### src/include/pbk_regs.svh
// register offsets, field positions and reset values of the port block
`ifndef PBK_REGS_SVH
`define PBK_REGS_SVH

// register offsets (byte address on the register port)
`define PBK_ADDR_DATA        4'h0
`define PBK_ADDR_DIR         4'h1
`define PBK_ADDR_PULL        4'h2
`define PBK_ADDR_SLEW        4'h3
`define PBK_ADDR_DRIVE       4'h4
`define PBK_ADDR_STSCTL      4'h5
`define PBK_ADDR_SRCSEL      4'h6
`define PBK_ADDR_POLSEL      4'h7
`define PBK_ADDR_IRQ_STS     4'h8
`define PBK_ADDR_IRQ_CLR     4'h9
`define PBK_ADDR_IRQ_EN      4'hA

// fields of the pin interrupt status and control register
`define PBK_SC_FLAG_BIT      3
`define PBK_SC_ACK_BIT       2
`define PBK_SC_IE_BIT        1
`define PBK_SC_MODE_BIT      0

// fields of the block interrupt status, clear and enable registers
`define PBK_IRQ_FLAG_SET_BIT 0
`define PBK_IRQ_WIDTH        1

// reset values
`define PBK_RST_DATA         8'h00
`define PBK_RST_DIR          8'h00
`define PBK_RST_PULL         8'h00
`define PBK_RST_SLEW         8'h00
`define PBK_RST_DRIVE        8'h00
`define PBK_RST_SRCSEL       8'h00
`define PBK_RST_POLSEL       8'h00
`define PBK_RST_BYTE         8'h00

`endif

### src/include/pbk_pkg.sv
// types shared by the port block
package pbk_pkg;

   // register port address
   typedef logic [3:0] pbk_addr_t;

   // register port data
   typedef logic [7:0] pbk_byte_t;

   // pin interrupt detection mode
   typedef enum logic [0:0] {
      PBK_MODE_EDGE       = 1'b0,
      PBK_MODE_EDGE_LEVEL = 1'b1
   } pbk_mode_t;

endpackage : pbk_pkg

### src/core/pbk_port.sv
// eight-bit port with pin control and pin interrupt unit
//
// Summary of operation
// slew bit limits slew on output pins only
// software rewrites slew setting after every reset
// drive bit selects low or high drive
// flag reads one after qualifying pin event
// software writes never set the flag
// writing one to acknowledge clears the flag
// acknowledge bit always reads as zero
// enable bit gates the port interrupt request
// mode bit picks edges only or edges+levels
// source select bit makes pin an interrupt source
// polarity zero: falling/low sense, pull-up device
// polarity one: rising/high sense, pull-down device
// polarity bit sets both sense and pull
// data read gives pin or latch per direction
// direction bit enables the output driver
// reset clears latch, pins input, pulls off
// pull enable ignored on output pins
// request asserted while flag and enable set
//
// The address-and-strobe port and the address map were chosen for this implementation.
`timescale 1ns/1ps
`default_nettype none
`include "pbk_regs.svh"

module pbk_port #(
   parameter int PINS = 8
) (
   input  wire logic              ref_clk,
   input  wire logic              rst,
   // register port
   input  wire pbk_pkg::pbk_addr_t reg_addr,
   input  wire pbk_pkg::pbk_byte_t reg_wdata,
   input  wire logic              reg_wr,
   input  wire logic              reg_rd,
   output logic [7:0]             reg_rdata,
   // pins
   input  wire logic [PINS-1:0]   pin_in,
   output logic [PINS-1:0]        pin_out,
   output logic [PINS-1:0]        pin_oe,
   output logic [PINS-1:0]        pull_up_en,
   output logic [PINS-1:0]        pull_down_en,
   output logic [PINS-1:0]        slew_limit_on,
   output logic [PINS-1:0]        drive_high_on,
   // interrupts
   output logic                   pin_irq_req,
   output logic                   irq
);

   // *****************************************************************
   // elaboration check
   // *****************************************************************
   // the register port carries one byte, so no more than eight pins
   if (PINS < 1 || PINS > 8) begin : g_bad_pins
      $error("pbk_port: PINS must lie between 1 and 8");
   end

   // *****************************************************************
   // declarations
   // *****************************************************************
   logic [PINS-1:0]            port_data_latch_ff;
   logic [PINS-1:0]            port_direction_ff;
   logic [PINS-1:0]            pull_device_enable_ff;
   logic [PINS-1:0]            slew_limit_enable_ff;
   logic [PINS-1:0]            drive_strength_select_ff;
   logic [PINS-1:0]            pin_irq_source_select_ff;
   logic [PINS-1:0]            pin_irq_polarity_select_ff;
   logic                       pin_irq_flag_ff;
   logic                       pin_irq_request_enable_ff;
   pbk_pkg::pbk_mode_t         detect_mode_select_ff;
   logic [PINS-1:0]            active_prev_ff;
   logic [`PBK_IRQ_WIDTH-1:0]  irq_sts_ff;
   logic [`PBK_IRQ_WIDTH-1:0]  irq_en_ff;
   logic [7:0]                 reg_rdata_ff;

   logic [PINS-1:0]            pin_active;
   logic [PINS-1:0]            pin_edge;
   logic [PINS-1:0]            pin_hit;
   logic                       pin_event;
   logic                       ack_wr;
   logic                       flag_rise;
   logic [`PBK_IRQ_WIDTH-1:0]  irq_set;
   logic [`PBK_IRQ_WIDTH-1:0]  irq_clr;
   logic [7:0]                 nxt_rdata;
   logic [7:0]                 data_view;

   // write strobes decoded per register
   logic wr_data, wr_dir, wr_pull, wr_slew, wr_drive;
   logic wr_stsctl, wr_srcsel, wr_polsel, wr_irq_clr, wr_irq_en;

   // *****************************************************************
   // write decode
   // *****************************************************************
   // one strobe per writable register
   assign wr_data    = reg_wr && (reg_addr == `PBK_ADDR_DATA);
   assign wr_dir     = reg_wr && (reg_addr == `PBK_ADDR_DIR);
   assign wr_pull    = reg_wr && (reg_addr == `PBK_ADDR_PULL);
   assign wr_slew    = reg_wr && (reg_addr == `PBK_ADDR_SLEW);
   assign wr_drive   = reg_wr && (reg_addr == `PBK_ADDR_DRIVE);
   assign wr_stsctl  = reg_wr && (reg_addr == `PBK_ADDR_STSCTL);
   assign wr_srcsel  = reg_wr && (reg_addr == `PBK_ADDR_SRCSEL);
   assign wr_polsel  = reg_wr && (reg_addr == `PBK_ADDR_POLSEL);
   assign wr_irq_clr = reg_wr && (reg_addr == `PBK_ADDR_IRQ_CLR);
   assign wr_irq_en  = reg_wr && (reg_addr == `PBK_ADDR_IRQ_EN);

   // acknowledge only on a one in its bit position
   assign ack_wr = wr_stsctl && reg_wdata[`PBK_SC_ACK_BIT];

   // *****************************************************************
   // port data, direction and pull registers
   // *****************************************************************
   // data latch, all writes latched regardless of direction
   always_ff @(posedge ref_clk or posedge rst) begin
      if (rst) begin
         port_data_latch_ff <= PINS'(`PBK_RST_DATA);
      end else if (wr_data) begin
         port_data_latch_ff <= reg_wdata[PINS-1:0];
      end
   end

   // direction, zero after reset leaves every pin an input
   always_ff @(posedge ref_clk or posedge rst) begin
      if (rst) begin
         port_direction_ff <= PINS'(`PBK_RST_DIR);
      end else if (wr_dir) begin
         port_direction_ff <= reg_wdata[PINS-1:0];
      end
   end

   // pull enable, off after reset
   always_ff @(posedge ref_clk or posedge rst) begin
      if (rst) begin
         pull_device_enable_ff <= PINS'(`PBK_RST_PULL);
      end else if (wr_pull) begin
         pull_device_enable_ff <= reg_wdata[PINS-1:0];
      end
   end

   // *****************************************************************
   // output slew and drive registers
   // *****************************************************************
   // slew default is not trusted by software, it rewrites it
   always_ff @(posedge ref_clk or posedge rst) begin
      if (rst) begin
         slew_limit_enable_ff <= PINS'(`PBK_RST_SLEW);
      end else if (wr_slew) begin
         slew_limit_enable_ff <= reg_wdata[PINS-1:0];
      end
   end

   // drive strength selection
   always_ff @(posedge ref_clk or posedge rst) begin
      if (rst) begin
         drive_strength_select_ff <= PINS'(`PBK_RST_DRIVE);
      end else if (wr_drive) begin
         drive_strength_select_ff <= reg_wdata[PINS-1:0];
      end
   end

   // *****************************************************************
   // pin interrupt configuration
   // *****************************************************************
   // source select per pin
   always_ff @(posedge ref_clk or posedge rst) begin
      if (rst) begin
         pin_irq_source_select_ff <= PINS'(`PBK_RST_SRCSEL);
      end else if (wr_srcsel) begin
         pin_irq_source_select_ff <= reg_wdata[PINS-1:0];
      end
   end

   // polarity per pin, also picks pull direction
   always_ff @(posedge ref_clk or posedge rst) begin
      if (rst) begin
         pin_irq_polarity_select_ff <= PINS'(`PBK_RST_POLSEL);
      end else if (wr_polsel) begin
         pin_irq_polarity_select_ff <= reg_wdata[PINS-1:0];
      end
   end

   // request enable and detection mode bits
   always_ff @(posedge ref_clk or posedge rst) begin
      if (rst) begin
         pin_irq_request_enable_ff <= 1'b0;
         detect_mode_select_ff     <= pbk_pkg::PBK_MODE_EDGE;
      end else if (wr_stsctl) begin
         pin_irq_request_enable_ff <= reg_wdata[`PBK_SC_IE_BIT];
         detect_mode_select_ff     <=
            pbk_pkg::pbk_mode_t'(reg_wdata[`PBK_SC_MODE_BIT]);
      end
   end

   // *****************************************************************
   // pin event detection
   // *****************************************************************
   // a pin is active when it sits at its selected polarity
   assign pin_active = pin_in ~^ pin_irq_polarity_select_ff;

   // transition into the active state is the edge
   assign pin_edge = pin_active & ~active_prev_ff;

   // edges always count, sustained levels only in level mode
   always_comb begin
      if (detect_mode_select_ff == pbk_pkg::PBK_MODE_EDGE_LEVEL) begin
         pin_hit = pin_edge | pin_active;
      end else begin
         pin_hit = pin_edge;
      end
   end

   // unselected pins never contribute
   assign pin_event = |(pin_hit & pin_irq_source_select_ff);

   // previous active state for edge finding
   always_ff @(posedge ref_clk or posedge rst) begin
      if (rst) begin
         active_prev_ff <= '0;
      end else begin
         active_prev_ff <= pin_active;
      end
   end

   // *****************************************************************
   // pin interrupt flag
   // *****************************************************************
   // set by detection, cleared by acknowledge, set wins over clear
   always_ff @(posedge ref_clk or posedge rst) begin
      if (rst) begin
         pin_irq_flag_ff <= 1'b0;
      end else if (pin_event) begin
         pin_irq_flag_ff <= 1'b1;
      end else if (ack_wr) begin
         pin_irq_flag_ff <= 1'b0;
      end
   end

   // request to the processor
   assign pin_irq_req = pin_irq_flag_ff &&
                        pin_irq_request_enable_ff;

   // *****************************************************************
   // block interrupt status, clear and enable
   // *****************************************************************
   // event: the pin flag is clear and gets set at the next clock edge
   assign flag_rise = pin_event && !pin_irq_flag_ff;

   assign irq_set = `PBK_IRQ_WIDTH'(flag_rise) << `PBK_IRQ_FLAG_SET_BIT;
   assign irq_clr = wr_irq_clr ? reg_wdata[`PBK_IRQ_WIDTH-1:0] : '0;

   // sticky status, a new event wins over a clear in the same cycle
   always_ff @(posedge ref_clk or posedge rst) begin
      if (rst) begin
         irq_sts_ff <= '0;
      end else begin
         irq_sts_ff <= (irq_sts_ff & ~irq_clr) | irq_set;
      end
   end

   // interrupt enable mask
   always_ff @(posedge ref_clk or posedge rst) begin
      if (rst) begin
         irq_en_ff <= '0;
      end else if (wr_irq_en) begin
         irq_en_ff <= reg_wdata[`PBK_IRQ_WIDTH-1:0];
      end
   end

   // level interrupt while any enabled status bit is set
   assign irq = |(irq_sts_ff & irq_en_ff);

   // *****************************************************************
   // pin drivers and pad controls
   // *****************************************************************
   // output driver follows direction
   assign pin_out = port_data_latch_ff;
   assign pin_oe  = port_direction_ff;

   // pulls only on inputs, direction from polarity
   assign pull_up_en   = pull_device_enable_ff & ~port_direction_ff &
                         ~pin_irq_polarity_select_ff;
   assign pull_down_en = pull_device_enable_ff & ~port_direction_ff &
                         pin_irq_polarity_select_ff;

   // slew and drive act on outputs only
   assign slew_limit_on = slew_limit_enable_ff & port_direction_ff;
   assign drive_high_on = drive_strength_select_ff &
                          port_direction_ff;

   // *****************************************************************
   // read path
   // *****************************************************************
   // data read: pin for inputs, latch for outputs
   assign data_view = 8'(( pin_in & ~port_direction_ff) |
                         (port_data_latch_ff & port_direction_ff));

   // read mux, unmapped addresses read zero
   always_comb begin
      nxt_rdata = `PBK_RST_BYTE;
      if (reg_addr == `PBK_ADDR_DATA) begin
         nxt_rdata = data_view;
      end else if (reg_addr == `PBK_ADDR_DIR) begin
         nxt_rdata = 8'(port_direction_ff);
      end else if (reg_addr == `PBK_ADDR_PULL) begin
         nxt_rdata = 8'(pull_device_enable_ff);
      end else if (reg_addr == `PBK_ADDR_SLEW) begin
         nxt_rdata = 8'(slew_limit_enable_ff);
      end else if (reg_addr == `PBK_ADDR_DRIVE) begin
         nxt_rdata = 8'(drive_strength_select_ff);
      end else if (reg_addr == `PBK_ADDR_STSCTL) begin
         // acknowledge bit left at zero
         nxt_rdata[`PBK_SC_FLAG_BIT] = pin_irq_flag_ff;
         nxt_rdata[`PBK_SC_IE_BIT]   = pin_irq_request_enable_ff;
         nxt_rdata[`PBK_SC_MODE_BIT] = detect_mode_select_ff;
      end else if (reg_addr == `PBK_ADDR_SRCSEL) begin
         nxt_rdata = 8'(pin_irq_source_select_ff);
      end else if (reg_addr == `PBK_ADDR_POLSEL) begin
         nxt_rdata = 8'(pin_irq_polarity_select_ff);
      end else if (reg_addr == `PBK_ADDR_IRQ_STS) begin
         nxt_rdata = 8'(irq_sts_ff);
      end else if (reg_addr == `PBK_ADDR_IRQ_EN) begin
         nxt_rdata = 8'(irq_en_ff);
      end
   end

   // read data stands only in the cycle after the strobe
   always_ff @(posedge ref_clk or posedge rst) begin
      if (rst) begin
         reg_rdata_ff <= `PBK_RST_BYTE;
      end else if (reg_rd) begin
         reg_rdata_ff <= nxt_rdata;
      end else begin
         reg_rdata_ff <= `PBK_RST_BYTE;
      end
   end

   assign reg_rdata = reg_rdata_ff;

endmodule : pbk_port
`default_nettype wire

### config.mk
export PLATFORM = sky130hd
export DESIGN_NAME = pbk_port
export DESIGN_NICKNAME = d
export VERILOG_FILES = /design/src/include/pbk_pkg.sv /design/src/core/pbk_port.sv
export VERILOG_INCLUDE_DIRS = /design/src /design/src/include
export SDC_FILE = /design/constraint.sdc
export NUM_CORES = 1
export LEC_CHECK = 0
export BUFFER_PORTS_ARGS = -buffer_cell sky130_fd_sc_hd__buf_2
export CAP_MARGIN = 20
export CORE_MARGIN = 4
export CORE_UTILIZATION = 35
export CTS_CLUSTER_SIZE = 8
export DETAILED_ROUTE_END_ITERATION = 10
export GPL_ROUTABILITY_DRIVEN = 0
export GPL_TIMING_DRIVEN = 0
export PLACE_DENSITY = 0.67
export SLEW_MARGIN = 20
export SYNTH_ARGS = -nofsm -noshare
export SYNTH_HDL_FRONTEND = slang
export SYNTH_SLANG_ARGS = --single-unit
### constraint.sdc
create_clock -name ref_clk -period 6 [get_ports ref_clk]
set_clock_uncertainty 0.05 [all_clocks]
set_input_delay 1.2 -clock ref_clk [delete_from_list [all_inputs] [get_ports ref_clk]]
set_output_delay 1.2 -clock ref_clk [all_outputs]
set_load 0.01 [all_outputs]
==> out/results.ini, run 1 <==
[synthesis]
yosysTopAreaCell = dfrtp_1
yosysWarnings = 0
netlist_area_um2 = 3990
synth.most_common_cell = dfrtp_1
synth_common_cells = dfrtp_1 (77), mux2_2 (62), nand2_1 (33)
synth_nets = 372
synth_ff_type = dfrtp_1
ys_seq_area_share_pct = 48.3
synth.distinct_cells = 50
synth_seq_cells = 77
netlist_instances = 348
synth_edf_count = 0
syn_area_per_cell_um2 = 11.5
async_flop_share_pct = 100
synthTopCellsByArea = dfrtp_1 (48%), mux2_2 (17%), nand2_1 (3.1%), and2_1 (2.8%), o21ai_0 (2.3%)
synth_top_area_share_pct = 48.3

[route]
drc_errors = 0
wl_per_cell_um = 19.4
num_vias = 3111
vias_per_cell = 5.34
first_pass_iters = 4
dr.first_iter.drc_count = 161
drt-total-wl_mm = 11.3
ant_nets = 0

[cts]
cts_resized = 0
clockBufferDepth = 2
cts_setup_buffers = 0
numCtsBuffers = 9
cts_tree = yes
path_clk_slew_ps = 60
hold_buffers = 0
worst_skew_pair.late_latency_ps = 330
cts.sinks = 77
htreeDepth = 3
root_buffer = clkbuf_16

[placement]
placement.io_buffers = 78
place_area_um2 = 4590
post-place-ws_ps = 3240
hpwl_mm = 7.82

[pwr]
clkPwrFrac_pct = 32.1
ir_drop_mv = 0.165
p_total_w = 0.00168
p_int_w = 0.00117
seqPwrFrac_pct = 44.0
powerDensity_nw_per_um2 = 344
power_frac_comb_pct = 23.9
switching_power_w = 0.000503
sw_frac_of_total_pct = 30.0
p_leak_nw = 2.29

[timing]
fin_crit_ps = 2480
finalSetupViolations = 0
setup-tns-final_ps = 0
timing_hold_violations_final = 0
drv_slew = 0
post-route-period-util_pct = 41.3
rsz0062_at_grt = no
worstMarginPinSlew_ps = 613
relSlewSlack_pct = 59.0
finalWorstSetupSlack_ps = 3520
fmax_mhz = 403

[critical_path]
crit_type = in -> reg
arrival_ps = 2650
startpoint = reg_addr[3]
r2r_cells = 6
critical_path_required_ps = 6170
r2r_slack_ps = 4550
worstPathMaxFanout = 10
endpoint_kind = flop
r2r-start = detect_mode_select_ff
start_kind = primary input
rr_endpoint = reg_rdata[0]

[min_path]
hold_start = pull_device_enable_ff[7]
hold_depth = 1
hold_path_end = pull_device_enable_ff[7]
hold_class = reg -> reg

[global_routing]
grt_pass1_wl_mm = 17.8
grt_pass1_vias = 3199
antenna_found_initial = 0
grt_overflow = 0
grt_usage_pct = 17.8
grt_max_degree = 48

[layout]
seq_area_um2 = 1930
layout.nets = 462
final_area_um2 = 4880
drive_above_1_share_pct = 41.3
fill_cells = 1038
multi_input_area_um2 = 1960
diodes = 0
area_delta_synth_final_pct = 22.3

[die]
rows = 38
start_util_pct = 36.4
die_w_um = 115
io_pins = 82
die_area_um2 = 13200
dieHeight_um = 115
core_um2 = 11000

[flow_run]
drv_cap = 0

[status]
status = complete, no violations

## cell families after synthesis
group	synth area share, %
AOI/OAI and AO/OA	8.62
xor gates and xnor gates	1.76
buffers and inverters	2.66
DFF	48.3
muxes	19.1
and+or+nand+nor	19.6
## power by group through the flow
stage                     Sequential, W  Clock, W  Combinational (W)
after floorplan                0.000728         0           0.000257
final                          0.000739  0.000538           0.000401
after global routing           0.000759  0.000571           0.000442
after detailed placement       0.000748         0           0.000402
after global placement         0.000742         0           0.000393
after CTS                      0.000739  0.000546           0.000405
## per-stage QoR
step / hold slack (ps) / cells / utilization, %
floorplan: 414 / 348 / -
CTS: 462 / 583 / 44.5
finish: 458 / 583 / 44.5
detailed placement: 450 / 567 / 41.8
global placement: 437 / 566 / 41.5
global route: 466 / 583 / 44.5
## worst max-delay path, stage by stage
cell and delay [ps]:
buf_2 130, buf_6 150, nor2b_2 300, nor2b_2 460, a22oi_1 160, o211a_1 240
## flip-flops by register name, summed over array words and instances, names as in the netlist, 8 cells and up
signal / cells
active_prev_ff: 8
drive_strength_select_ff: 8
pin_irq_polarity_select_ff: 8
pin_irq_source_select_ff: 8
pin_oe: 8
pin_out: 8
pull_device_enable_ff: 8
reg_rdata: 8
slew_limit_enable_ff: 8
## layout make-up
class                   count  area share, %
plain buffers              14           1.95
clock buffers              12           5.05
clock inverters             4          0.974
inverters                   3          0.282
multi-input cells         254           40.1
flip-flops and latches     77           39.5
well taps                 140           3.59
repair buffers             79           8.56
## worst max-delay path by stage
stage                                to  slack, ps  cells after the start
6_report                   reg_rdata[5]       3520                      6
2_1_floorplan         active_prev_ff[0]       2780                      1
4_1_cts                    reg_rdata[5]       3550                      6
3_5_place_dp               reg_rdata[4]       3240                      6
3_3_place_gp   pull_device_enable_ff[1]       1910                      2
5_1_grt                    reg_rdata[4]       3380                      7
## cell usage in the layout, fill, tap and decap left out, drive strengths merged, types with 2 or more instances in the layout
| master | n |
|---|---|
| a21oi | 12 |
| a221oi | 2 |
| a22oi | 5 |
| and2 | 18 |
| and2b | 2 |
| and3b | 7 |
| buf | 91 |
| clkbuf | 14 |
| clkinv | 2 |
| dfrtp | 77 |
| inv | 3 |
| mux2 | 62 |
| mux2i | 4 |
| nand2 | 35 |
| nand2b | 11 |
| nand3 | 13 |
| nand3b | 2 |
| nand4 | 2 |
| nor2 | 12 |
| nor2b | 5 |
| nor3 | 3 |
| nor3b | 10 |
| o211a | 4 |
| o211ai | 5 |
| o21ai | 18 |
| o22ai | 2 |
| xnor2 | 8 |
## metal layers
layer	global-route usage, %	wire length (µm)	vias to the layer above
li1	-	-	1434
met1	25.1	5000	1534
met2	27.6	5400	127
met3	3.16	760	16
met4	6.26	179	0
met5	0	0	-
Note: power is estimated with default switching activity, not from simulation.
==> run 2: changes to the inputs <==
==> constraint.sdc (replaced) <==
create_clock -name ref_clk -period 2.5 [get_ports ref_clk]
set_clock_uncertainty 0.05 [all_clocks]
set_input_delay 0.5 -clock ref_clk [delete_from_list [all_inputs] [get_ports ref_clk]]
set_output_delay 0.5 -clock ref_clk [all_outputs]
set_load 0.01 [all_outputs]
==> run 2 against run 1 <==
Against the previous run: critical path depth did not move; sequential cell count did not move; design area fell by 0.21%; utilization fell by 0.091 points; global-route usage rose by 0.20 points; power rose by 130%; highest routed layer unchanged; setup slack got worse by 2900 ps.
==> out/results.ini, run 2 (same netlist as run 1, synthesis figures left out) <==
[status]
status = complete, no violations

[die]
io_pins = 82  ; unchanged
start_util_pct = 36.4  ; unchanged
dieHeight_um = 115  ; unchanged
rows = 38  ; unchanged
die_w_um = 115  ; unchanged
core_um2 = 11000  ; unchanged
die_area_um2 = 13200  ; unchanged

[layout]
fill_cells = 1062  ; +2.3%
layout_common_cells = buf_2 (82), dfrtp_1 (77), mux2_2 (62), nand2_1 (33)
diodes = 0  ; unchanged
area_delta_synth_final_pct = 22.0
layout.nets = 463  ; +0.22%
drive_above_1_share_pct = 41.4  ; +0.13 points
layout_commonest_cell = buf_2

[pwr]
ir_drop_mv = 0.415  ; +150%
powerDensity_nw_per_um2 = 803  ; +130%
p_total_w = 0.00391  ; +130%
power_frac_comb_pct = 24.7  ; +0.8 points
seqPwrFrac_pct = 45.2  ; +1.2 points
sw_frac_of_total_pct = 31.1  ; +1.1 points
clkPwrFrac_pct = 30.1  ; -2.0 points
p_leak_nw = 2.28  ; -0.66%
switching_power_w = 0.00122  ; +140%
p_int_w = 0.00270  ; +130%

[route]
drt-total-wl_mm = 11.4  ; +0.51%
ant_nets = 0  ; unchanged
num_vias = 3161  ; +1.6%
wl_per_cell_um = 19.5  ; +0.34%
dr.first_iter.drc_count = 181  ; +12%
vias_per_cell = 5.41  ; +1.4%
first_pass_iters = 4  ; unchanged
drc_errors = 0  ; unchanged

[cts]
clockBufferDepth = 2  ; unchanged
worst_skew_pair.late_latency_ps = 330  ; about the same
hold_buffers = 0  ; unchanged
cts.sinks = 77  ; unchanged
path_clk_slew_ps = 60  ; about the same
numCtsBuffers = 9  ; unchanged
cts_setup_buffers = 0  ; unchanged
root_buffer = clkbuf_16
cts_resized = 0  ; unchanged
htreeDepth = 3  ; unchanged
cts_tree = yes

[placement]
hpwl_mm = 7.95  ; +1.7%
placement.io_buffers = 78  ; unchanged

[critical_path]
critical_path_required_ps = 2670  ; -3500 ps
worstPathMaxFanout = 10  ; unchanged
arrival_ps = 2010  ; -640 ps
start_kind = primary input
cp_cell_sequence = buf_2, buf_6, nor2b_2, nor2b_2, a22oi_1, o211a_1
endpoint_kind = flop
r2r_cells = 5  ; -1
slowest_stage = nor2b_2
cpMostUsedCell = nor2b_2
critPathMaxStageDelay_ps = 520  ; +60 ps
crit_type = in -> reg

[global_routing]
grt_overflow = 0  ; unchanged
grt_usage_pct = 18.0  ; +0.20 points
grt_max_degree = 29  ; -40%
grt_pass1_vias = 3291  ; +2.9%
grt_pass1_wl_mm = 18.2  ; +2.1%
antenna_found_initial = 0  ; unchanged

[timing]
relSlewSlack_pct = 58.4  ; -0.64 points
setup-tns-final_ps = 0  ; unchanged
drv_slew = 0  ; unchanged
timing_hold_violations_final = 0  ; unchanged
fmax_mhz = 541
post-route-period-util_pct = 73.9
fin_crit_ps = 1850
rsz0062_at_grt = no
finalSetupViolations = 0  ; unchanged
worstMarginPinSlew_ps = 623  ; +10.8 ps

[flow_run]
drv_cap = 0  ; unchanged

[min_path]
hold_class = in -> async

## run 2: cell count changes in the layout (fill, tap and decap cells not counted), sizes merged
| cell | before | now |
|---|---|---|
| bufinv | 1 | 0 |
| clkinvlp | 1 | 3 |
| inv | 3 | 2 |
| clkbuf | 14 | 13 |
| clkinv | 2 | 3 |
| buf | 91 | 92 |
## run 2: power groups by stage
stage / clock network, W / logic (W) / registers (W)
floorplan: 0 / 0.000618 / 0.00175
global placement: 0 / 0.000944 / 0.00178
detailed placement: 0 / 0.000969 / 0.00179
CTS: 0.00120 / 0.000978 / 0.00177
global route: 0.00126 / 0.00107 / 0.00182
finish: 0.00118 / 0.000966 / 0.00177
## run 2: routing by layer
layer	share of wire [%]	track usage, %	up-vias
li1	-	-	1442
met1	43	24.6	1551
met2	46	27.9	133
met3	8.2	4.21	35
met4	3.4	6.65	0
met5	0	0	-
## run 2: final cells by class
class                   instances  area (µm²)  area share, %
plain buffers                  14        95.1           1.95
repair buffers                 80         430           8.83
multi-input cells             254        1960           40.2
well taps                     140         175           3.60
flip-flops and latches         77        1930           39.5
clock inverters                 5        37.5          0.770
inverters                       3        15.0          0.308
clock buffers                  11         233           4.78
## run 2: worst max-delay path: cells and delay by family
kind                   cells  cell delay, ps
AO/OA/AOI/OAI              2             400
buffers and inverters      2             280
AND/OR/NAND/NOR            2             830
## run 2: worst paths after layout
kind	from	to	slack, ps
worst min-delay path	rst	pull_device_enable_ff[5]	200
max in group asynchronous	rst	slew_limit_enable_ff[2]	1670
worst max-delay path	reg_addr[3]	reg_rdata[6]	650
worst min register to register	pull_device_enable_ff[7]	pull_device_enable_ff[7]	460
worst max register to register	pin_oe[0]	reg_rdata[0]	1040
min in group ref_clk	pin_in[6]	active_prev_ff[6]	350
## run 2: stage by stage
stage	worst slack (ps)	instances	area, µm²	util (%)	hold WS (ps)
finish	652	584	4870	44.4	198
global route	592	584	4870	44.4	248
CTS	672	584	4870	44.4	217
detailed placement	341	568	4600	41.9	445
global placement	432	566	4560	41.5	437
floorplan	845	348	4000	-	414
==> run 3: changes to the inputs <==
--- a/config.mk
+++ b/config.mk
@@ -6,6 +6,7 @@
 export SDC_FILE = /design/constraint.sdc
 export NUM_CORES = 1
 export LEC_CHECK = 0
+export ABC_AREA = 1
 export BUFFER_PORTS_ARGS = -buffer_cell sky130_fd_sc_hd__buf_2
 export CAP_MARGIN = 20
 export CORE_MARGIN = 4
@@ -14,7 +15,7 @@
 export DETAILED_ROUTE_END_ITERATION = 10
 export GPL_ROUTABILITY_DRIVEN = 0
 export GPL_TIMING_DRIVEN = 0
-export PLACE_DENSITY = 0.67
+export PLACE_DENSITY = 0.69
 export SLEW_MARGIN = 20
 export SYNTH_ARGS = -nofsm -noshare
 export SYNTH_HDL_FRONTEND = slang
==> constraint.sdc (replaced) <==
create_clock -name ref_clk -period 1.6 [get_ports ref_clk]
set_clock_uncertainty 0.05 [all_clocks]
set_input_delay 0.32 -clock ref_clk [delete_from_list [all_inputs] [get_ports ref_clk]]
set_output_delay 0.32 -clock ref_clk [all_outputs]
set_load 0.01 [all_outputs]
==> run 3 against run 2 <==
Against the previous run: the flow now finishes with violations (setup timing); non-clock buffer count rose by 16; register-to-register slack worse by 890 ps; power increased by 53%; clock power rose by 51%; worst hold slack worse by 59 ps; setup slack got worse by 670 ps; sequential cell count unchanged; via count up 14%; sequential power increased by 53%; largest power group unchanged; highest routed layer unchanged.
==> out/results.ini, run 3 <==
[pwr]
powerDensity_nw_per_um2 = 1220  ; +52%
p_leak_nw = 2.58  ; +13%
ir_drop_mv = 0.569  ; +37%

[synthesis]
synth_common_cells = nand2_1 (140), dfrtp_1 (77), inv_1 (54)
netlist_instances = 466  ; +34%
synth_ff_type = dfrtp_1
synth_top_family_by_area = simple AND/OR/NAND/NOR gates
synth.distinct_cells = 31  ; -38%
synthSimpleGateAreaFrac_pct = 24.1  ; +4.5 points
synthTopCellsByArea = dfrtp_1 (50%), nand2_1 (14%), o21ai_1 (6.5%), inv_1 (5.3%), a21oi_1 (2.2%)
synth_edf_count = 0  ; unchanged
synth.most_common_cell = nand2_1
async_flop_share_pct = 100  ; unchanged
yosysTopAreaCell = dfrtp_1
synth-compound-area-share_pct = 14.3  ; +5.6 points
netlist_area_um2 = 3820  ; -4.2%
synth_xor_area_share_pct = 1.83  ; +0.078 points
synth_nets = 490  ; +32%
muxShareOfSynthArea_pct = 1.15  ; -18 points
syn_area_per_cell_um2 = 8.21  ; -28%
synth_fa_ha_area_share_pct = 0  ; unchanged
yosysWarnings = 0  ; unchanged
synth_seq_cells = 77  ; unchanged
ys_seq_area_share_pct = 50.4  ; +2.1 points
synth_top_area_share_pct = 50.4  ; +2.1 points

[status]
violations = setup timing
status = finished, violations left

[timing]
rsz0062_at_grt = yes
drv_slew = 0  ; unchanged
timing_hold_violations_final = 0  ; unchanged
post-route-period-util_pct = 101
worstMarginPinSlew_ps = 513  ; -110 ps
finalSetupViolations = 1  ; +1
fmax_mhz = 619
finalWorstSetupSlack_ps = -15.0  ; -667 ps
holdWs_ps = 139  ; -59.1 ps
relSlewSlack_pct = 65.7  ; +7.3 points
setup-tns-final_ps = -15.0  ; -15.0 ps
fin_crit_ps = 1610

[critical_path]
endpoint_kind = output port
arrival_ps = 1240  ; -770 ps
r2r_cells = 8  ; +3
crit_type = reg -> out
worstPathMaxFanout = 4  ; -6
critical_path_required_ps = 1230  ; -1440 ps
start_kind = flop

[layout]
area_delta_synth_final_pct = 28.3
layout_common_cells = nand2_1 (137), buf_2 (82), dfrtp_1 (66), inv_1 (50), o21ai_1 (50)
final_util_pct = 46.9  ; +2.5 points
fill_cells = 1028  ; -3.2%
drive_above_1_share_pct = 33.4  ; -8.0 points
layout_commonest_cell = nand2_1
layout.nets = 596  ; +29%
diodes = 0  ; unchanged

[cts]
root_buffer = clkbuf_8
path_clk_slew_ps = 80  ; +20 ps
numCtsBuffers = 9  ; unchanged
htreeDepth = 3  ; unchanged
cts.sinks = 77  ; unchanged
clockBufferDepth = 2  ; unchanged
cts_tree = yes
worst_skew_pair.late_latency_ps = 370  ; +40 ps

[global_routing]
antenna_found_initial = 0  ; unchanged
grt_util_met3_pct = 2.80  ; -1.4 points
grt_max_degree = 36  ; +24%
grt_pass1_vias = 3483  ; +5.8%
grt_pass1_wl_mm = 17.7  ; -2.5%
grt_usage_pct = 17.6  ; -0.32 points
busiest_layer = met2
use_met1_pct = 22.8  ; -1.8 points
grt_overflow = 0  ; unchanged
met2_usage_pct = 29.7  ; +1.8 points

[route]
vias_per_cell = 5.06  ; -6.6%
drc_errors = 0  ; unchanged
first_pass_iters = 5  ; +1
ant_nets = 0  ; unchanged
wl_per_cell_um = 15.5  ; -21%
num_vias = 3606  ; +14%
dr.first_iter.drc_count = 311  ; +72%
drt-total-wl_mm = 11.0  ; -3.1%

[placement]
hpwl_mm = 8.35  ; +5.1%
placement.io_buffers = 78  ; unchanged
post-place-ws_ps = -81.8  ; -423 ps

[flow_run]
drv_cap = 0  ; unchanged

[die]
die_w_um = 113  ; -2.0%
core_um2 = 10500  ; -4.7%
die_area_um2 = 12700  ; -3.9%
start_util_pct = 36.5  ; +0.19 points
io_pins = 82  ; unchanged
dieHeight_um = 113  ; -2.0%
rows = 37  ; -2.6%

[min_path]
hold_class = in -> reg
hold_depth = 2

==> run 3: changes by cell type in the layout (fill, tap and decap cells not counted), moves of 9 or more <==
cell,before,now
and2_1,18,0
inv_2,0,10
clkbuf_8,0,9
inv_1,2,50
o21ai_1,0,50
nand2_1,33,137
nand2b_1,11,0
dfrtp_1,77,66
dfrtp_2,0,11
mux2_2,62,3
clkbuf_16,9,0
nand2_2,1,12
buf_4,6,20
==> run 3: cell families after synthesis <==
logic type      after synthesis
xor+xnor                      8
mux                           4
compound gates               98
buf+inv                      76
flops                        77
simple gates                203
==> run 3: where the power goes <==
part           switching, W  internal [W]
Combinational      0.000843      0.000669
Clock              0.000745       0.00104
Sequential         0.000377       0.00234
Total               0.00197       0.00404
==> run 3: routing by layer <==
layer	share of wire, %	wire (µm)
met5	0	0
met4	2.5	280
met3	6.0	659
met2	49	5400
met1	43	4710
==> run 3: worst paths after layout <==
path,to,start,slack (ps)
worst max-delay path,pull_down_en[4],pin_oe[4],-10
min in group asynchronous,reg_rdata[2],rst,390
max in group asynchronous,pin_oe[1],rst,640
worst max register to register,irq_sts_ff,pin_irq_polarity_select_ff[5],150
worst min-delay path,active_prev_ff[6],pin_in[6],140
worst min register to register,pull_device_enable_ff[7],pull_device_enable_ff[7],450
==> run 3: layout make-up <==
cell class	instances	area [µm²]	area share, %
plain buffers	11	71.3	1.45
clock buffers	10	128	2.60
clock inverters	6	111	2.27
inverters	61	233	4.74
multi-input cells	313	1660	33.9
flip-flops and latches	77	1940	39.5
well taps	136	170	3.47
repair buffers	99	589	12.0
==> run 3: critical path: stages, from the launching register on <==
cell     delay, ps
dfrtp_2        460
nor3b_2        250
buf_2          170
==> run 3: timing repair <==
item,4_1_cts,5_1_grt
setup endpoints to repair,21,19
cloned,0,0
hold buffers,1,0
setup buffers,7,11
endpoints found under the hold margin,8,0
resized for setup,18,17
pin swaps,1,8
==> run 3: stage by stage <==
step | cell area, µm² | instances | power (W)
after floorplan | 3830 | 466 | 0.00348
after global placement | 4390 | 680 | 0.00396
after detailed placement | 4430 | 682 | 0.00402
after CTS | 4780 | 702 | 0.00587
after global routing | 4910 | 713 | 0.00633
final | 4910 | 713 | 0.00601
